File: config.mk
export PLATFORM = sky130hd
export DESIGN_NAME = cssch_top
export DESIGN_NICKNAME = d
export VERILOG_FILES = /design/src/design/cssch_pkg.sv /design/src/design/cssch_tick.sv /design/src/design/cssch_top.sv
export VERILOG_INCLUDE_DIRS = /design/src /design/src/design
export SDC_FILE = /design/constraint.sdc
export NUM_CORES = 1
export LEC_CHECK = 0
export ABC_AREA = 0
export CORE_ASPECT_RATIO = 1.5
export CORE_MARGIN = 5
export CORE_UTILIZATION = 60
export CTS_CLUSTER_DIAMETER = 120
export CTS_CLUSTER_SIZE = 10
export DETAILED_ROUTE_END_ITERATION = 7
export DONT_BUFFER_PORTS = 1
export PLACE_DENSITY_LB_ADDON = 0.1
export REMOVE_ABC_BUFFERS = 1
export SYNTH_ARGS = -nofsm -noshare
export SYNTH_HDL_FRONTEND = slang
export SYNTH_HIERARCHICAL = 1
export SYNTH_SLANG_ARGS = --single-unit
File: constraint.sdc
create_clock -name CLOCK -period 21 [get_ports CLOCK]
set_input_delay 2.1 -clock CLOCK [delete_from_list [all_inputs] [get_ports CLOCK]]
set_output_delay 2.1 -clock CLOCK [all_outputs]
set_load 0.01 [all_outputs]
File: src/design/cssch_map.svh
// register offsets, field positions, reset values and timing figures
// assumes inclusion by the scheduler package users; definitions only
`ifndef CSSCH_MAP_SVH
`define CSSCH_MAP_SVH

// register byte offsets on the apb slave
`define CSSCH_REG_MODE 8'h00
`define CSSCH_REG_SLEEP_PERIOD 8'h04
`define CSSCH_REG_SLEEP_COUNT 8'h08
`define CSSCH_REG_AWAKE_TIME 8'h0C
`define CSSCH_REG_SAMPLE_INTERVAL 8'h10
`define CSSCH_REG_LINE_FUNC 8'h14
`define CSSCH_REG_COMMAND 8'h18
`define CSSCH_REG_STATUS 8'h1C

// mode register fields
`define CSSCH_MODE_SEL_LSB 0
`define CSSCH_MODE_SEL_MSB 2
`define CSSCH_MODE_OPT_LSB 8
`define CSSCH_MODE_OPT_MSB 15
`define CSSCH_SEL_CYCLIC 3'h4
`define CSSCH_SEL_CYCLIC_PIN 3'h5
`define CSSCH_OPT_EXT_BIT 2
`define CSSCH_OPT_STAY_BIT 1

// command register: force sleep strobe
`define CSSCH_CMD_FORCE_SLEEP 0

// status register fields
`define CSSCH_STAT_STATE_LSB 0
`define CSSCH_STAT_STATE_MSB 1
`define CSSCH_STAT_AWAKE_BIT 2
`define CSSCH_STAT_PER_LSB 16
`define CSSCH_STAT_PER_MSB 31

// line function codes
`define CSSCH_FUNC_W 4
`define CSSCH_FUNC_DISABLED 4'h0
`define CSSCH_FUNC_ANALOG 4'h2
`define CSSCH_FUNC_DIG_IN 4'h3

// special sample interval: one sample right after waking
`define CSSCH_INTERVAL_SINGLE 16'h0800

// reset values
`define CSSCH_RST_MODE 3'h0
`define CSSCH_RST_OPTION 8'h00
`define CSSCH_RST_SLEEP_PERIOD 16'h0064
`define CSSCH_RST_SLEEP_COUNT 16'h0001
`define CSSCH_RST_AWAKE_TIME 16'h0064
`define CSSCH_RST_INTERVAL 16'h0000

// timing: clock period and time units in ns, 10 ms built from 1 ms ticks
`define CSSCH_CLK_NS 4
`define CSSCH_MS_NS 1000000
`define CSSCH_TENS_PER_UNIT 10

`endif

File: src/design/cssch_pkg.sv
// types shared by the cyclic sleep scheduler files
// assumes nothing beyond a systemverilog compiler
package cssch_pkg;

  // scheduler states
  typedef enum logic [1:0] {
    CSSCH_IDLE = 2'b00,
    CSSCH_SLEEP = 2'b01,
    CSSCH_AWAKE = 2'b10
  } cssch_state_t;

  // software configuration travelling as one bundle
  typedef struct packed {
    logic [2:0] mode;
    logic [7:0] option;
    logic [15:0] sleep_period;
    logic [15:0] sleep_period_count;
    logic [15:0] awake_time;
    logic [15:0] sample_interval;
  } cssch_cfg_t;

endpackage

File: src/design/cssch_tick.sv
// enable pulse divider: one-cycle tick every div enabled cycles
// assumes a single clock and an asynchronous active-high reset
`timescale 1ns/100ps
module cssch_tick #(
  parameter int WIDTH = 18
) (
  // clock and reset
  input wire logic clk,
  input wire logic rst,
  // control
  input wire logic en,
  input wire logic clr,
  input wire logic [WIDTH-1:0] div,
  // result
  output logic tick
);

  logic [WIDTH-1:0] cnt;
  wire logic [WIDTH-1:0] div_m1;
  wire logic at_end;

  // a zero divisor behaves as one, so the tick never stalls
  assign div_m1 = (div == '0) ? '0 : div - WIDTH'(1);
  assign at_end = en && (cnt >= div_m1);

  // clear realigns the phase so a new window starts a full unit
  always_ff @(posedge clk or posedge rst) begin
    if (rst) begin
      cnt <= '0;
      tick <= 1'b0;
    end else if (clr) begin
      cnt <= '0;
      tick <= 1'b0;
    end else begin
      tick <= at_end;
      if (at_end) begin
        cnt <= '0;
      end else if (en) begin
        cnt <= cnt + WIDTH'(1);
      end
    end
  end

endmodule // cssch_tick

File: src/design/cssch_top.sv
// cyclic sleep and sample scheduler with apb register access
// assumes apb master on CLOCK, inputs synchronous to CLOCK
//
// Added by the designer: the APB interface to the registers and the register offsets.
`timescale 1ns/100ps
`include "cssch_map.svh"

module cssch_top #(
  parameter int NLINES = 8,
  parameter int MS_CYCLES = `CSSCH_MS_NS / `CSSCH_CLK_NS
) (
  // clock and reset
  input wire logic CLOCK,
  input wire logic RESET,
  // apb slave
  input wire logic PSEL,
  input wire logic PENABLE,
  input wire logic PWRITE,
  input wire logic [7:0] PADDR,
  input wire logic [31:0] PWDATA,
  output logic PREADY,
  output logic [31:0] PRDATA,
  output logic PSLVERR,
  // wake sources
  input wire logic PIN_WAKE,
  input wire logic RADIO_DATA,
  // node outputs
  output logic AWAKE_INDICATOR,
  output logic SAMPLE_STROBE,
  output logic [NLINES-1:0] SAMPLE_DIG_MASK,
  output logic [NLINES-1:0] SAMPLE_ANA_MASK
);

  localparam int FW = `CSSCH_FUNC_W;

  cssch_pkg::cssch_cfg_t cfg;
  logic [NLINES*FW-1:0] line_function;
  cssch_pkg::cssch_state_t state;
  cssch_pkg::cssch_state_t next_state;
  logic [15:0] slp_cnt;
  logic [15:0] next_slp_cnt;
  logic [15:0] per_cnt;
  logic [15:0] next_per_cnt;
  logic [15:0] awk_cnt;
  logic [15:0] next_awk_cnt;
  logic [15:0] smp_cnt;
  logic [15:0] next_smp_cnt;
  logic next_strobe;
  logic restart;
  logic enter_awake;
  logic ms_tick;
  logic tens_tick;
  logic [NLINES-1:0] dig_en;
  logic [NLINES-1:0] ana_en;

  // apb decode
  wire logic setup = PSEL && !PENABLE;
  wire logic wr = PSEL && PENABLE && PREADY && PWRITE;
  wire logic sel_mode = (PADDR == `CSSCH_REG_MODE);
  wire logic sel_per = (PADDR == `CSSCH_REG_SLEEP_PERIOD);
  wire logic sel_cnt = (PADDR == `CSSCH_REG_SLEEP_COUNT);
  wire logic sel_awk = (PADDR == `CSSCH_REG_AWAKE_TIME);
  wire logic sel_int = (PADDR == `CSSCH_REG_SAMPLE_INTERVAL);
  wire logic sel_line = (PADDR == `CSSCH_REG_LINE_FUNC);
  wire logic sel_cmd = (PADDR == `CSSCH_REG_COMMAND);
  wire logic sel_stat = (PADDR == `CSSCH_REG_STATUS);
  wire logic hit = sel_mode | sel_per | sel_cnt | sel_awk | sel_int | sel_line |
                   sel_cmd | sel_stat;
  wire logic force_sleep = wr && sel_cmd && PWDATA[`CSSCH_CMD_FORCE_SLEEP];

  // status word shows the scheduler's own state
  wire logic [31:0] status_word = {per_cnt, 13'h0000, (state != cssch_pkg::CSSCH_SLEEP),
                                   state};

  // read selection; the command register reads as zero
  wire logic [31:0] rd_mux =
    sel_mode ? {16'h0000, cfg.option, 5'h00, cfg.mode} :
    sel_per ? {16'h0000, cfg.sleep_period} :
    sel_cnt ? {16'h0000, cfg.sleep_period_count} :
    sel_awk ? {16'h0000, cfg.awake_time} :
    sel_int ? {16'h0000, cfg.sample_interval} :
    sel_line ? 32'(line_function) :
    sel_stat ? status_word : 32'h0000_0000;

  // zero-wait answer: ready and data are registered in the setup cycle
  always_ff @(posedge CLOCK or posedge RESET) begin
    if (RESET) begin
      PREADY <= 1'b0;
      PRDATA <= 32'h0000_0000;
      PSLVERR <= 1'b0;
    end else begin
      PREADY <= setup;
      PSLVERR <= setup && !hit;
      if (setup) begin
        PRDATA <= PWRITE ? 32'h0000_0000 : rd_mux;
      end
    end
  end

  // configuration registers, written at the access edge
  always_ff @(posedge CLOCK or posedge RESET) begin
    if (RESET) begin
      cfg.mode <= `CSSCH_RST_MODE;
      cfg.option <= `CSSCH_RST_OPTION;
      cfg.sleep_period <= `CSSCH_RST_SLEEP_PERIOD;
      cfg.sleep_period_count <= `CSSCH_RST_SLEEP_COUNT;
      cfg.awake_time <= `CSSCH_RST_AWAKE_TIME;
      cfg.sample_interval <= `CSSCH_RST_INTERVAL;
      line_function <= '0;
    end else if (wr) begin
      if (sel_mode) begin
        cfg.mode <= PWDATA[`CSSCH_MODE_SEL_MSB:`CSSCH_MODE_SEL_LSB];
        cfg.option <= PWDATA[`CSSCH_MODE_OPT_MSB:`CSSCH_MODE_OPT_LSB];
      end
      if (sel_per) begin
        cfg.sleep_period <= PWDATA[15:0];
      end
      if (sel_cnt) begin
        cfg.sleep_period_count <= PWDATA[15:0];
      end
      if (sel_awk) begin
        cfg.awake_time <= PWDATA[15:0];
      end
      if (sel_int) begin
        cfg.sample_interval <= PWDATA[15:0];
      end
      if (sel_line) begin
        line_function <= PWDATA[NLINES*FW-1:0];
      end
    end
  end

  // per-line sampling enables
  genvar gi;
  generate
    for (gi = 0; gi < NLINES; gi++) begin : g_line
      wire logic [FW-1:0] fn = line_function[gi*FW +: FW];
      assign dig_en[gi] = (fn == `CSSCH_FUNC_DIG_IN);
      assign ana_en[gi] = (fn == `CSSCH_FUNC_ANALOG);
    end
  endgenerate

  // mode decode
  wire logic any_en = |{dig_en, ana_en};
  wire logic cyclic = (cfg.mode == `CSSCH_SEL_CYCLIC) ||
                      (cfg.mode == `CSSCH_SEL_CYCLIC_PIN);
  wire logic pin_wake = (cfg.mode == `CSSCH_SEL_CYCLIC_PIN) && PIN_WAKE;
  wire logic ext = cfg.option[`CSSCH_OPT_EXT_BIT];
  wire logic stay_full = cfg.option[`CSSCH_OPT_STAY_BIT];
  wire logic single = (cfg.sample_interval == `CSSCH_INTERVAL_SINGLE);
  wire logic periodic = !single && (cfg.sample_interval != 16'h0000);

  // unit ends, compared one wider so a full-scale setting cannot wrap
  wire logic period_done = tens_tick &&
    ({1'b0, slp_cnt} + 17'h0_0001 >= {1'b0, cfg.sleep_period});
  wire logic more_periods = ext &&
    ({1'b0, per_cnt} + 17'h0_0001 < {1'b0, cfg.sleep_period_count});
  wire logic awake_done = (ext && !stay_full) ||
    ({1'b0, awk_cnt} + 17'h0_0001 >= {1'b0, cfg.awake_time});
  wire logic sample_due = periodic &&
    ({1'b0, smp_cnt} + 17'h0_0001 >= {1'b0, cfg.sample_interval});

  // 1 ms enable from the clock, 10 ms enable from ten of those
  cssch_tick #(.WIDTH(18)) u_ms (
    .clk(CLOCK),
    .rst(RESET),
    .en(1'b1),
    .clr(restart),
    .div(18'(MS_CYCLES)),
    .tick(ms_tick)
  );

  cssch_tick #(.WIDTH(4)) u_tens (
    .clk(CLOCK),
    .rst(RESET),
    .en(ms_tick),
    .clr(restart),
    .div(4'(`CSSCH_TENS_PER_UNIT)),
    .tick(tens_tick)
  );

  // scheduler next state
  always_comb begin
    next_state = state;
    next_slp_cnt = slp_cnt;
    next_per_cnt = per_cnt;
    next_awk_cnt = awk_cnt;
    next_smp_cnt = smp_cnt;
    next_strobe = 1'b0;
    restart = 1'b0;
    enter_awake = 1'b0;
    unique case (state)
      cssch_pkg::CSSCH_IDLE: begin
        if (cyclic) begin
          enter_awake = 1'b1;
        end
      end
      cssch_pkg::CSSCH_SLEEP: begin
        if (!cyclic) begin
          next_state = cssch_pkg::CSSCH_IDLE;
        end else if (pin_wake || (ext && RADIO_DATA)) begin
          enter_awake = 1'b1;
        end else if (period_done && more_periods) begin
          next_slp_cnt = 16'h0000;
          next_per_cnt = per_cnt + 16'h0001;
        end else if (period_done) begin
          enter_awake = 1'b1;
        end else if (tens_tick) begin
          next_slp_cnt = slp_cnt + 16'h0001;
        end
      end
      cssch_pkg::CSSCH_AWAKE: begin
        if (!cyclic) begin
          next_state = cssch_pkg::CSSCH_IDLE;
        end else if (force_sleep || (ms_tick && awake_done)) begin
          next_state = cssch_pkg::CSSCH_SLEEP;
          restart = 1'b1;
          next_slp_cnt = 16'h0000;
          next_per_cnt = 16'h0000;
        end else if (ms_tick) begin
          next_awk_cnt = awk_cnt + 16'h0001;
          if (sample_due) begin
            next_strobe = any_en;
            next_smp_cnt = 16'h0000;
          end else begin
            next_smp_cnt = smp_cnt + 16'h0001;
          end
        end
      end
    endcase
    // every wake starts fresh windows and may fire the single sample
    if (enter_awake) begin
      next_state = cssch_pkg::CSSCH_AWAKE;
      restart = 1'b1;
      next_slp_cnt = 16'h0000;
      next_per_cnt = 16'h0000;
      next_awk_cnt = 16'h0000;
      next_smp_cnt = 16'h0000;
      next_strobe = single && any_en;
    end
  end

  // scheduler state and counters
  always_ff @(posedge CLOCK or posedge RESET) begin
    if (RESET) begin
      state <= cssch_pkg::CSSCH_IDLE;
      slp_cnt <= 16'h0000;
      per_cnt <= 16'h0000;
      awk_cnt <= 16'h0000;
      smp_cnt <= 16'h0000;
    end else begin
      state <= next_state;
      slp_cnt <= next_slp_cnt;
      per_cnt <= next_per_cnt;
      awk_cnt <= next_awk_cnt;
      smp_cnt <= next_smp_cnt;
    end
  end

  // registered node outputs; indicator follows the next state so it
  // rises together with the wake and the single sample
  always_ff @(posedge CLOCK or posedge RESET) begin
    if (RESET) begin
      AWAKE_INDICATOR <= 1'b0;
      SAMPLE_STROBE <= 1'b0;
      SAMPLE_DIG_MASK <= '0;
      SAMPLE_ANA_MASK <= '0;
    end else begin
      AWAKE_INDICATOR <= (next_state != cssch_pkg::CSSCH_SLEEP);
      SAMPLE_STROBE <= next_strobe;
      SAMPLE_DIG_MASK <= dig_en;
      SAMPLE_ANA_MASK <= ana_en;
    end
  end

endmodule // cssch_top

# Word-level counts from Yosys, hierarchy flattened
# Index checks and enable logic that the tools add are counted.
# word_totals
register_bits,249
inputBits,47
elab_cells,189
# op_classes
n_addsub,10
n_lt_le_gt_ge,6
n_eq_ne,38
muxes,61
n_bitwise,7
reduce_logical,44
# op_table
op,count
2-to-1 mux 16 bit,23
2-to-1 mux 32 bit,8
"adder 16 x 1 -> 17 bit, second input constant",4
"adder 16 x 1 -> 16 bit, second input constant",4
"equality test 4 x 2 -> 1 bit, second input constant",16
case mux 16 bit (2 select lines),2
greater-or-equal comparator 17 x 16 -> 1 bit,3
2-to-1 mux 18 bit,2
"equality test 8 x 5 -> 1 bit, second input constant",4
"adder 18 x 1 -> 18 bit, second input constant",1
"greater-or-equal comparator 18 bit, second input constant",1
logical AND 1 bit,18
< comparator 17 x 16 -> 1 bit,1
2-to-1 mux 1 bit,17
"equality test 16 x 12 -> 1 bit, second input constant",1
"equality test 8 x 4 -> 1 bit, second input constant",2
nonzero test 16 bit,1
OR reduction 16 bit,1
"inequality test 3 bit, second input constant",5
2-to-1 mux 4 bit,3
AND reduction 2 bit,6
"equality test 8 x 3 -> 1 bit, second input constant",1
zero test 8 bit,1
2-to-1 mux 2 bit,4
20 further kinds,37

# Depth between registers and ports, before layout
# Gate-level depths: netlist of run 1.
# logic_depth
word_depth,11
ltp_mapped,21
ltp_nobuf,19

# Modules after synthesis
# Netlist of run 1, hierarchy kept.
# by_module_without_submodules
module,n_inst,cells_per_inst,area_each_um2,seq_area_each_um2
cssch_top,1,1294,12535.8,5639.2
cssch_tick at u_ms,1,228,1879.3,475.5
cssch_tick at u_tens,1,43,410.4,125.1

# Worst setup path before layout of run 1
# No wires, ideal clock.
# synth_path
path_type,input -> register
start,input port PADDR[1]
end,register u_ms.cnt[8]
setup_time_ps,137
arrival_time_ps,4232
required_time_ps,20863
slack_ps,16631
cell_stages,12
cell_sequence,nor3_1 nand2_1 nor4_1 nor3_1 a21oi_1 nand2_1 a21oi_1 nor2b_1 clkbuf_1 nand3_4 buf_6 o311ai_2
# synth_between
elab_chain_cells,9
# synth_rtl
item,line_no,rtl
"start, declared",cssch_top.sv:19,"input wire logic [7:0] PADDR,"
equality test 8 x 5 -> 1 bit (no line),-,
logical AND 1 bit (2 in series),cssch_top.sv:69,wire logic force_sleep = wr && sel_cmd && PWDATA[`CSSCH_CMD_FORCE_SLEEP];
logical OR 1 bit,cssch_top.sv:215,end else if (force_sleep || (ms_tick && awake_done)) begin
2-to-1 mux 1 bit,cssch_top.sv:215,
2-to-1 mux 1 bit,cssch_top.sv:213,if (!cyclic) begin
2-to-1 mux 1 bit,cssch_top.sv:192,unique case (state)
2-to-1 mux 1 bit,cssch_top.sv:232,if (enter_awake) begin
via restart,cssch_top.sv:49,logic restart;
2-to-1 mux 18 bit,cssch_tick.sv:31,end else if (clr) begin
"end signal, assigned",cssch_tick.sv:39,cnt <= cnt + WIDTH'(1);
"end, declared",cssch_tick.sv:18,logic [WIDTH-1:0] cnt;
# The timed path passes the listed nets, and every way through them passes these cells.
# A chain may end at the register's enable or synchronous reset.

# Final worst setup path of run 1
# layout_path
start,input port PADDR[1]
end,register u_ms.cnt[14]
# The elaborated chain is that of the path after synthesis.

==> results of run 1 <==
-- cell families (layout without fill, tap and decap cells) --
group	count (synthesis)	after routing	synth area share (%)
AOI/OAI and AO/OA	339	339	14.5
adders and majority gates	96	96	8.10
buffers and inverters	188	191	5.04
muxes	108	108	7.82
DFF	249	249	42.1
and+or+nand+nor	518	518	18.6
other	2	82	0.0507
xor gates and xnor gates	65	65	3.84
-- critical path, cell delays in order --
cell      delay [ns]
nor3_1          0.24
nand2_1         0.19
nor4_1          0.94
nor3_1          0.14
a21oi_1         0.39
nand2_1         0.10
a21oi_1         0.55
nor2b_1         0.29
nand3_4         0.30
o311ai_1        0.14
-- cell usage after synthesis (6+ instances only) --
| cell | instances | area, µm² |
|---|---|---|
| ha_1 | 96 | 1200 |
| xnor2_1 | 46 | 403 |
| a211oi_1 | 6 | 45.0 |
| nor3b_1 | 6 | 45.0 |
| buf_2 | 12 | 60.1 |
| o211ai_1 | 7 | 52.6 |
| mux2_2 | 63 | 709 |
| nor4bb_1 | 9 | 90.1 |
| inv_1 | 126 | 473 |
| o21ai_1 | 9 | 45.0 |
| a21o_1 | 23 | 173 |
| nor4_1 | 16 | 100 |
| nor2b_1 | 11 | 68.8 |
| a22o_1 | 6 | 52.6 |
| nand4_1 | 36 | 225 |
| nand2b_1 | 38 | 238 |
| dfrtp_1 | 242 | 6060 |
| dfstp_2 | 7 | 184 |
| xor2_1 | 19 | 166 |
| o21ai_0 | 129 | 646 |
| o311ai_1 | 6 | 52.6 |
| and3_1 | 27 | 169 |
| o22ai_1 | 16 | 100 |
| nor4b_1 | 9 | 78.8 |
| nor2_1 | 51 | 191 |
| and2_1 | 6 | 37.5 |
| mux2i_1 | 45 | 450 |
| clkbuf_1 | 44 | 165 |
| nand2_1 | 162 | 608 |
| a21oi_1 | 59 | 295 |
| nand3_1 | 85 | 425 |
| a31oi_1 | 15 | 93.8 |
| a221oi_1 | 9 | 78.8 |
| nor3_1 | 21 | 105 |
-- layer usage --
metal	track usage, %	part of all wire [%]	up-vias
met2	50.2	51	384
met3	4.05	5.6	105
met5	0	0	-
met4	14.3	5.7	0
met1	33.4	38	5811
li1	-	-	5646
-- final timing paths --
kind                                 start                end  slack [ns]  cells after the start
worst max-delay path              PADDR[1]       u_ms/cnt[14]       16.02                     10
worst min-delay path               cfg[69]            cfg[69]        0.51                      1
worst max register to register  awk_cnt[2]       u_ms/cnt[14]       16.05                     15
worst min register to register     cfg[69]            cfg[69]        0.51                      1
max in group asynchronous            RESET  line_function[15]       18.16                      2
min in group asynchronous            RESET        u_tens/tick        1.34                      1
-- power groups by stage --
stage / sequential, mW / clock [mW] / combinational, mW
global route: 0.511 / 0.469 / 0.0927
floorplan: 0.511 / 0 / 0.0620
finish: 0.510 / 0.443 / 0.0793
global placement: 0.517 / 0 / 0.0746
CTS: 0.510 / 0.449 / 0.0786
detailed placement: 0.518 / 0 / 0.0784
-- registers in the layout, summed over array words and instances, names as in the netlist, 2 cells and up --
name,cells
awk_cnt,16
u_ms/cnt,18
PRDATA,32
u_tens/cnt,4
SAMPLE_DIG_MASK,8
slp_cnt,16
cfg,75
smp_cnt,16
state,2
line_function,32
per_cnt,16
SAMPLE_ANA_MASK,8
-- placed cells by master, fill, tap and decap left out, types with 6 or more instances in the layout --
master     synthesis  layout
dfrtp_1          242     242
nand2_1          162     162
o21ai_0          129     129
inv_1            126     125
ha_1              96      96
nand3_1           85      85
conb_1             2      82
mux2_2            63      63
a21oi_1           59      59
nor2_1            51      51
xnor2_1           46      46
mux2i_1           45      45
nand2b_1          38      38
nand4_1           36      36
clkbuf_16          0      28
and3_1            27      27
a21o_1            23      23
clkbuf_1          44      23
xor2_1            19      19
nor3_1            21      18
o22ai_1           16      16
nor4_1            16      16
a31oi_1           15      15
buf_4              1      13
nor2b_1           11      11
a221oi_1           9       9
o21ai_1            9       9
nor4b_1            9       9
nor4bb_1           9       9
o211ai_1           7       7
dfstp_2            7       7
and2_1             6       6
nor3b_1            6       6
a22o_1             6       6
a211oi_1           6       6
nor3_2             3       6
o311ai_1           6       6
-- layout make-up --
cell class / instances / area [µm²]
repair buffers: 13 / 97.6
inverters: 126 / 480
fillers: 2000 / 8160
clock buffers: 51 / 787
multi-input cells: 1208 / 8160
flip-flops and latches: 249 / 6240
clock inverters: 1 / 16.3
well taps: 324 / 405
==> impl_metrics.tcl, run 1 <==
set metrics [dict create \
    status "complete, no violations" \
    clkTransAtPathRegs_ns 0.06 \
    place_area_mm2 0.0154 \
    drc 0 \
    crit_fanout 16 \
    wl_per_cell_um 20.1 \
    dr.first_iter.drc_count 929 \
    design_area_mm2 0.0162 \
    fmax_mhz 201 \
    endpoint_kind "register" \
    cts_root_buf "clkbuf_16" \
    numCtsBuffers 28 \
    cp.required_ns 21.40 \
    core_area_mm2 0.0243 \
    ys_seq_area_share_pct 42.1 \
    cts_resized 0 \
    power.total_mw 1.03 \
    place.gp.congestion 0.931 \
    cp-start-kind "input port" \
    synth-edff-count 0 \
    drive_gt1_share_pct 8.74 \
    finalHoldViolCount 0 \
    antenna_found_initial 0 \
    vias_per_cell 6.06 \
    grt_pass1_wl_um 64700 \
    tns_ns 0 \
    worst_skew_pair.late_latency_ns 0.55 \
    die_x_um 138 \
    dieArea_mm2 0.0280 \
    initial_core_util_pct 60.9 \
    fin_worst_skew_ns 0.0170 \
    critPathKind "in -> reg" \
    ys.flop_type "dfrtp_1" \
    placement.io_buffers 0 \
    post-route-period-util_pct 23.7 \
    fin_nets 1769 \
    period_minus_slack_ns 4.98 \
    grt-ovfl-total 0 \
    synth_cells 1565 \
    timing.critical_path.arrival_ns 5.38 \
    p_sw_share_pct 25.2 \
    clock_power_share_pct 42.9 \
    p_sw_mw 0.260 \
    async_reset_ff_share_pct 100 \
    cts_setup_buffers 0 \
    layout.cells.non_filler 1972 \
    io_pins 99 \
    placedCellCount 1920 \
    p_comb_share_pct 7.7 \
    vdd_drop_max_mv 0.0549 \
    hold_buffers 0 \
    fin_hold_ws_ns 0.506 \
    vias 11900 \
    leakage_nw 7.69 \
    ys_seq_elements 249 \
    dpl.hpwl_um 29700 \
    first_global_vias 12000 \
    layout_setup_ws_ns 16.02 \
    ys_types 85 \
    die_h_um 203 \
    grt.total_usage_pct 28.3 \
    yosysWarnings 6 \
    final_antenna_net_count 0 \
    syn-cell-area_mm2 0.0148 \
    pre_cts_ws_ns 15.62 \
    tightest_slew_ns 1.22 \
    grt_max_degree 110 \
    pwr-share-seq_pct 49.4 \
    setup_violations 0 \
    clock_sink_count 249 \
    internal-power_mw 0.773 \
    clock_path_buffers 3 \
    htree_levels 1 \
    rsz0062_at_grt "false" \
    p_per_area_mw_per_mm2 63.8 \
    max_cap_violations 0 \
    hold_path_class "reg -> reg" \
    cts_tree "yes" \
    row_count 70 \
    wl_um 39700 \
    diodes 0 \
    avgSynthCellArea_um2 9.47 \
    drt-pass1-iter-count 6 \
    finalMaxSlewViolations 0 \
    maxSlewHeadroom_pct 18.6 \
    area_growth_pct 9.20 \
    final_util_pct 66.5 \
]
Power figures use the tool's default switching activity.
==> run 2, diff against run 1 <==
Settings changed: ABC_AREA 0 to 1, CORE_UTILIZATION 60 to 59.
Clock period 21 ns to 4.5 ns, I/O delays scaled along.
==> run 2 against run 1 <==
Area after synthesis up 5.7%. Design area up 4.8%. Non-clock buffer count up 4. First-iteration DRC count down 2.8%. Largest cell class unchanged. Critical path type is now reg -> reg. Power rose to 4.8 times the previous value.
==> impl_metrics.tcl, run 2 <==
set metrics [dict create \
    status "complete, no violations" \
    placement.io_buffers 0 \
    avgSynthCellArea_um2 7.49 \
    placedCellCount 2457 \
    cts_tree "yes" \
    ys_types 55 \
    die_h_um 210 \
    synth_cells 2093 \
    yosys.area_share.simple_pct 29.2 \
    grt.total_usage_pct 29.4 \
    first_global_vias 13600 \
    synth_xor_area_share_pct 3.02 \
    endpoint_kind "register" \
    worst_r2r_startpoint "per_cnt[0]" \
    async_reset_ff_share_pct 100 \
    final_antenna_net_count 0 \
    cp.required_ns 4.99 \
    cts_root_buf "clkbuf_16" \
    io_pins 99 \
    top_regs "cfg (75), PRDATA (32), line_function (32)" \
    yosys.area.top_type "dfrtp_1" \
    leakage_nw 8.98 \
    place.gp.congestion 1.03 \
    largest_register_ffs 75 \
    period_minus_slack_ns 4.18 \
    vdd_drop_max_mv 0.281 \
    timing.critical_path.arrival_ns 4.67 \
    finalHoldViolCount 0 \
    regMostFlops "cfg" \
    core_area_mm2 0.0264 \
    holdPathEnd "line_function[26]" \
    dpl.hpwl_um 33000 \
    critPathKind "reg -> reg" \
    p_per_area_mw_per_mm2 292 \
    final_common_cell "nand2_1" \
    rsz0062_at_grt "false" \
    synthMuxAreaShare_pct 0 \
    grt_max_degree 110 \
    worst_skew_pair.late_latency_ns 0.58 \
    post-route-period-util_pct 92.9 \
    finalMaxSlewViolations 0 \
    synthAdderAreaFrac_pct 7.66 \
    timing.rr.end "SAMPLE_STROBE" \
    grt-ovfl-total 0 \
    tightest_slew_ns 1.17 \
    synth_top_cells_by_count "nand2_1, inv_1, dfrtp_1" \
    hold_depth 2 \
    yosysMostFrequentCell "nand2_1" \
    yosysWarnings 6 \
    clock_path_buffers 3 \
    synthTopCellsByArea "dfrtp_1, nand2_1, ha_1, inv_1, o21ai_0" \
    dieArea_mm2 0.0300 \
    final_cell_mix "nand2_1, inv_1, dfrtp_1" \
    synth_compound_area_share_pct 10.9 \
    worstRegToRegCells 18 \
    crit_fanout 44 \
    worstHoldStart "PWDATA[26]" \
    area_growth_pct 8.30 \
    ys_seq_elements 249 \
    synth-edff-count 0 \
    row_count 73 \
    drt-pass1-iter-count 7 \
    hold_path_class "in -> reg" \
    ys.flop_type "dfrtp_1" \
    wl_per_cell_um 17.6 \
    die_x_um 143 \
    cp-start-kind "register" \
    max_cap_violations 0 \
    layout.cells.non_filler 2497 \
    fin_nets 2294 \
    wl_um 44000 \
    grt_pass1_wl_um 70500 \
    r2r_setup_slack_ns 0.32 \
    vias_per_cell 5.62 \
    htree_levels 1 \
    clkTransAtPathRegs_ns 0.06 \
    syn-cell-area_mm2 0.0157 \
    synth_top_area_share_pct 38.6 \
    fmax_mhz 239 \
    drc 0 \
    clock_sink_count 249 \
    fin_hold_ws_ns 0.0316 \
    drive_gt1_share_pct 5.97 \
    fillers 2431 \
    tns_ns 0 \
    numCtsBuffers 28 \
    synth_top_family_by_area "simple AND/OR/NAND/NOR gates" \
    dr.first_iter.drc_count 903 \
    vias 14000 \
    setup_violations 0 \
    diodes 0 \
    antenna_found_initial 0 \
    maxSlewHeadroom_pct 21.8 \
    fin_worst_skew_ns 0.0290 \
    ys_seq_area_share_pct 39.8 \
    initial_core_util_pct 59.4 \
]
run 2: critical path: stages, from the launching register on:
cell and delay [ns]:
dfrtp_1 0.45, ha_1 0.24, nand3_2 0.16, nor4_1 0.43
nand3_1 0.14, nor3_1 0.21, xor2_1 0.24, ha_1 0.29
a21oi_1 0.15, o211ai_1 0.11, nor2_2 0.14, nand4_1 0.15
nand2_2 0.12, nand2_4 0.07, nand2_8 0.07, buf_4 0.42
buf_4 0.45, nand4_1 0.13, o21ai_0 0.11
run 2: worst max path at each step:
| stage | startpoint | to | slack, ns |
|---|---|---|---|
| 2_1_floorplan | RESET | AWAKE_INDICATOR | -2.10 |
| 3_5_place_dp | per_cnt[0] | smp_cnt[10] | 0.36 |
| 4_1_cts | per_cnt[0] | awk_cnt[1] | 0.36 |
| 6_report | per_cnt[0] | SAMPLE_STROBE | 0.32 |
| 5_1_grt | per_cnt[0] | SAMPLE_STROBE | 0.007 |
| 3_3_place_gp | per_cnt[2] | awk_cnt[14] | 0.45 |
run 2: layer usage:
metal / vias up / track usage (%) / wire length [µm]
met3: 138 / 3.46 / 2420
li1: 6861 / - / -
met5: - / 0 / 0
met4: 0 / 15.0 / 2680
met2: 445 / 52.2 / 22300
met1: 6594 / 34.6 / 16600
run 2: repair_timing:
action                                 in CTS  in global routing
endpoints found under the hold margin     127                  0
setup endpoints to repair                   0                 16
buffers inserted                            0                  0
gates resized for setup                     0                  1
hold buffers                                1                  0
run 2: area by class of cell:
cell class / instances / area (µm²) / area share [%]
flip-flops and latches: 249 / 6240 / 36.8
well taps: 337 / 422 / 2.48
inverters: 305 / 1150 / 6.80
repair buffers: 17 / 143 / 0.840
clock inverters: 1 / 30.0 / 0.177
multi-input cells: 1550 / 8250 / 48.6
clock buffers: 38 / 738 / 4.35
run 2: kinds of logic after synthesis:
logic type | Yosys count
xor+xnor | 54
flops | 249
buf+inv | 368
fa+ha+maj | 96
compound gates | 303
other cells | 2
simple gates | 1021
run 2: where the power goes:
group	internal (mW)	total (mW)	switching, mW
sequential	2.30	2.40	0.0924
combinational	0.171	0.510	0.339
clock	1.13	2.04	0.914
total	3.60	4.95	1.35
run 2: through the flow:
| step | total power, mW | cell area (µm²) | util (%) | setup slack [ns] |
|---|---|---|---|---|
| 2_1_floorplan | 2.79 | 15600 | - | -2.10 |
| 5_1_grt | 5.15 | 17000 | 64.3 | 0.00690 |
| 4_1_cts | 4.97 | 17000 | 64.3 | 0.356 |
| 3_5_place_dp | 2.93 | 16200 | 61.3 | 0.361 |
| 3_3_place_gp | 2.92 | 16200 | 61.3 | 0.448 |
| 6_report | 4.95 | 17000 | 64.3 | 0.321 |
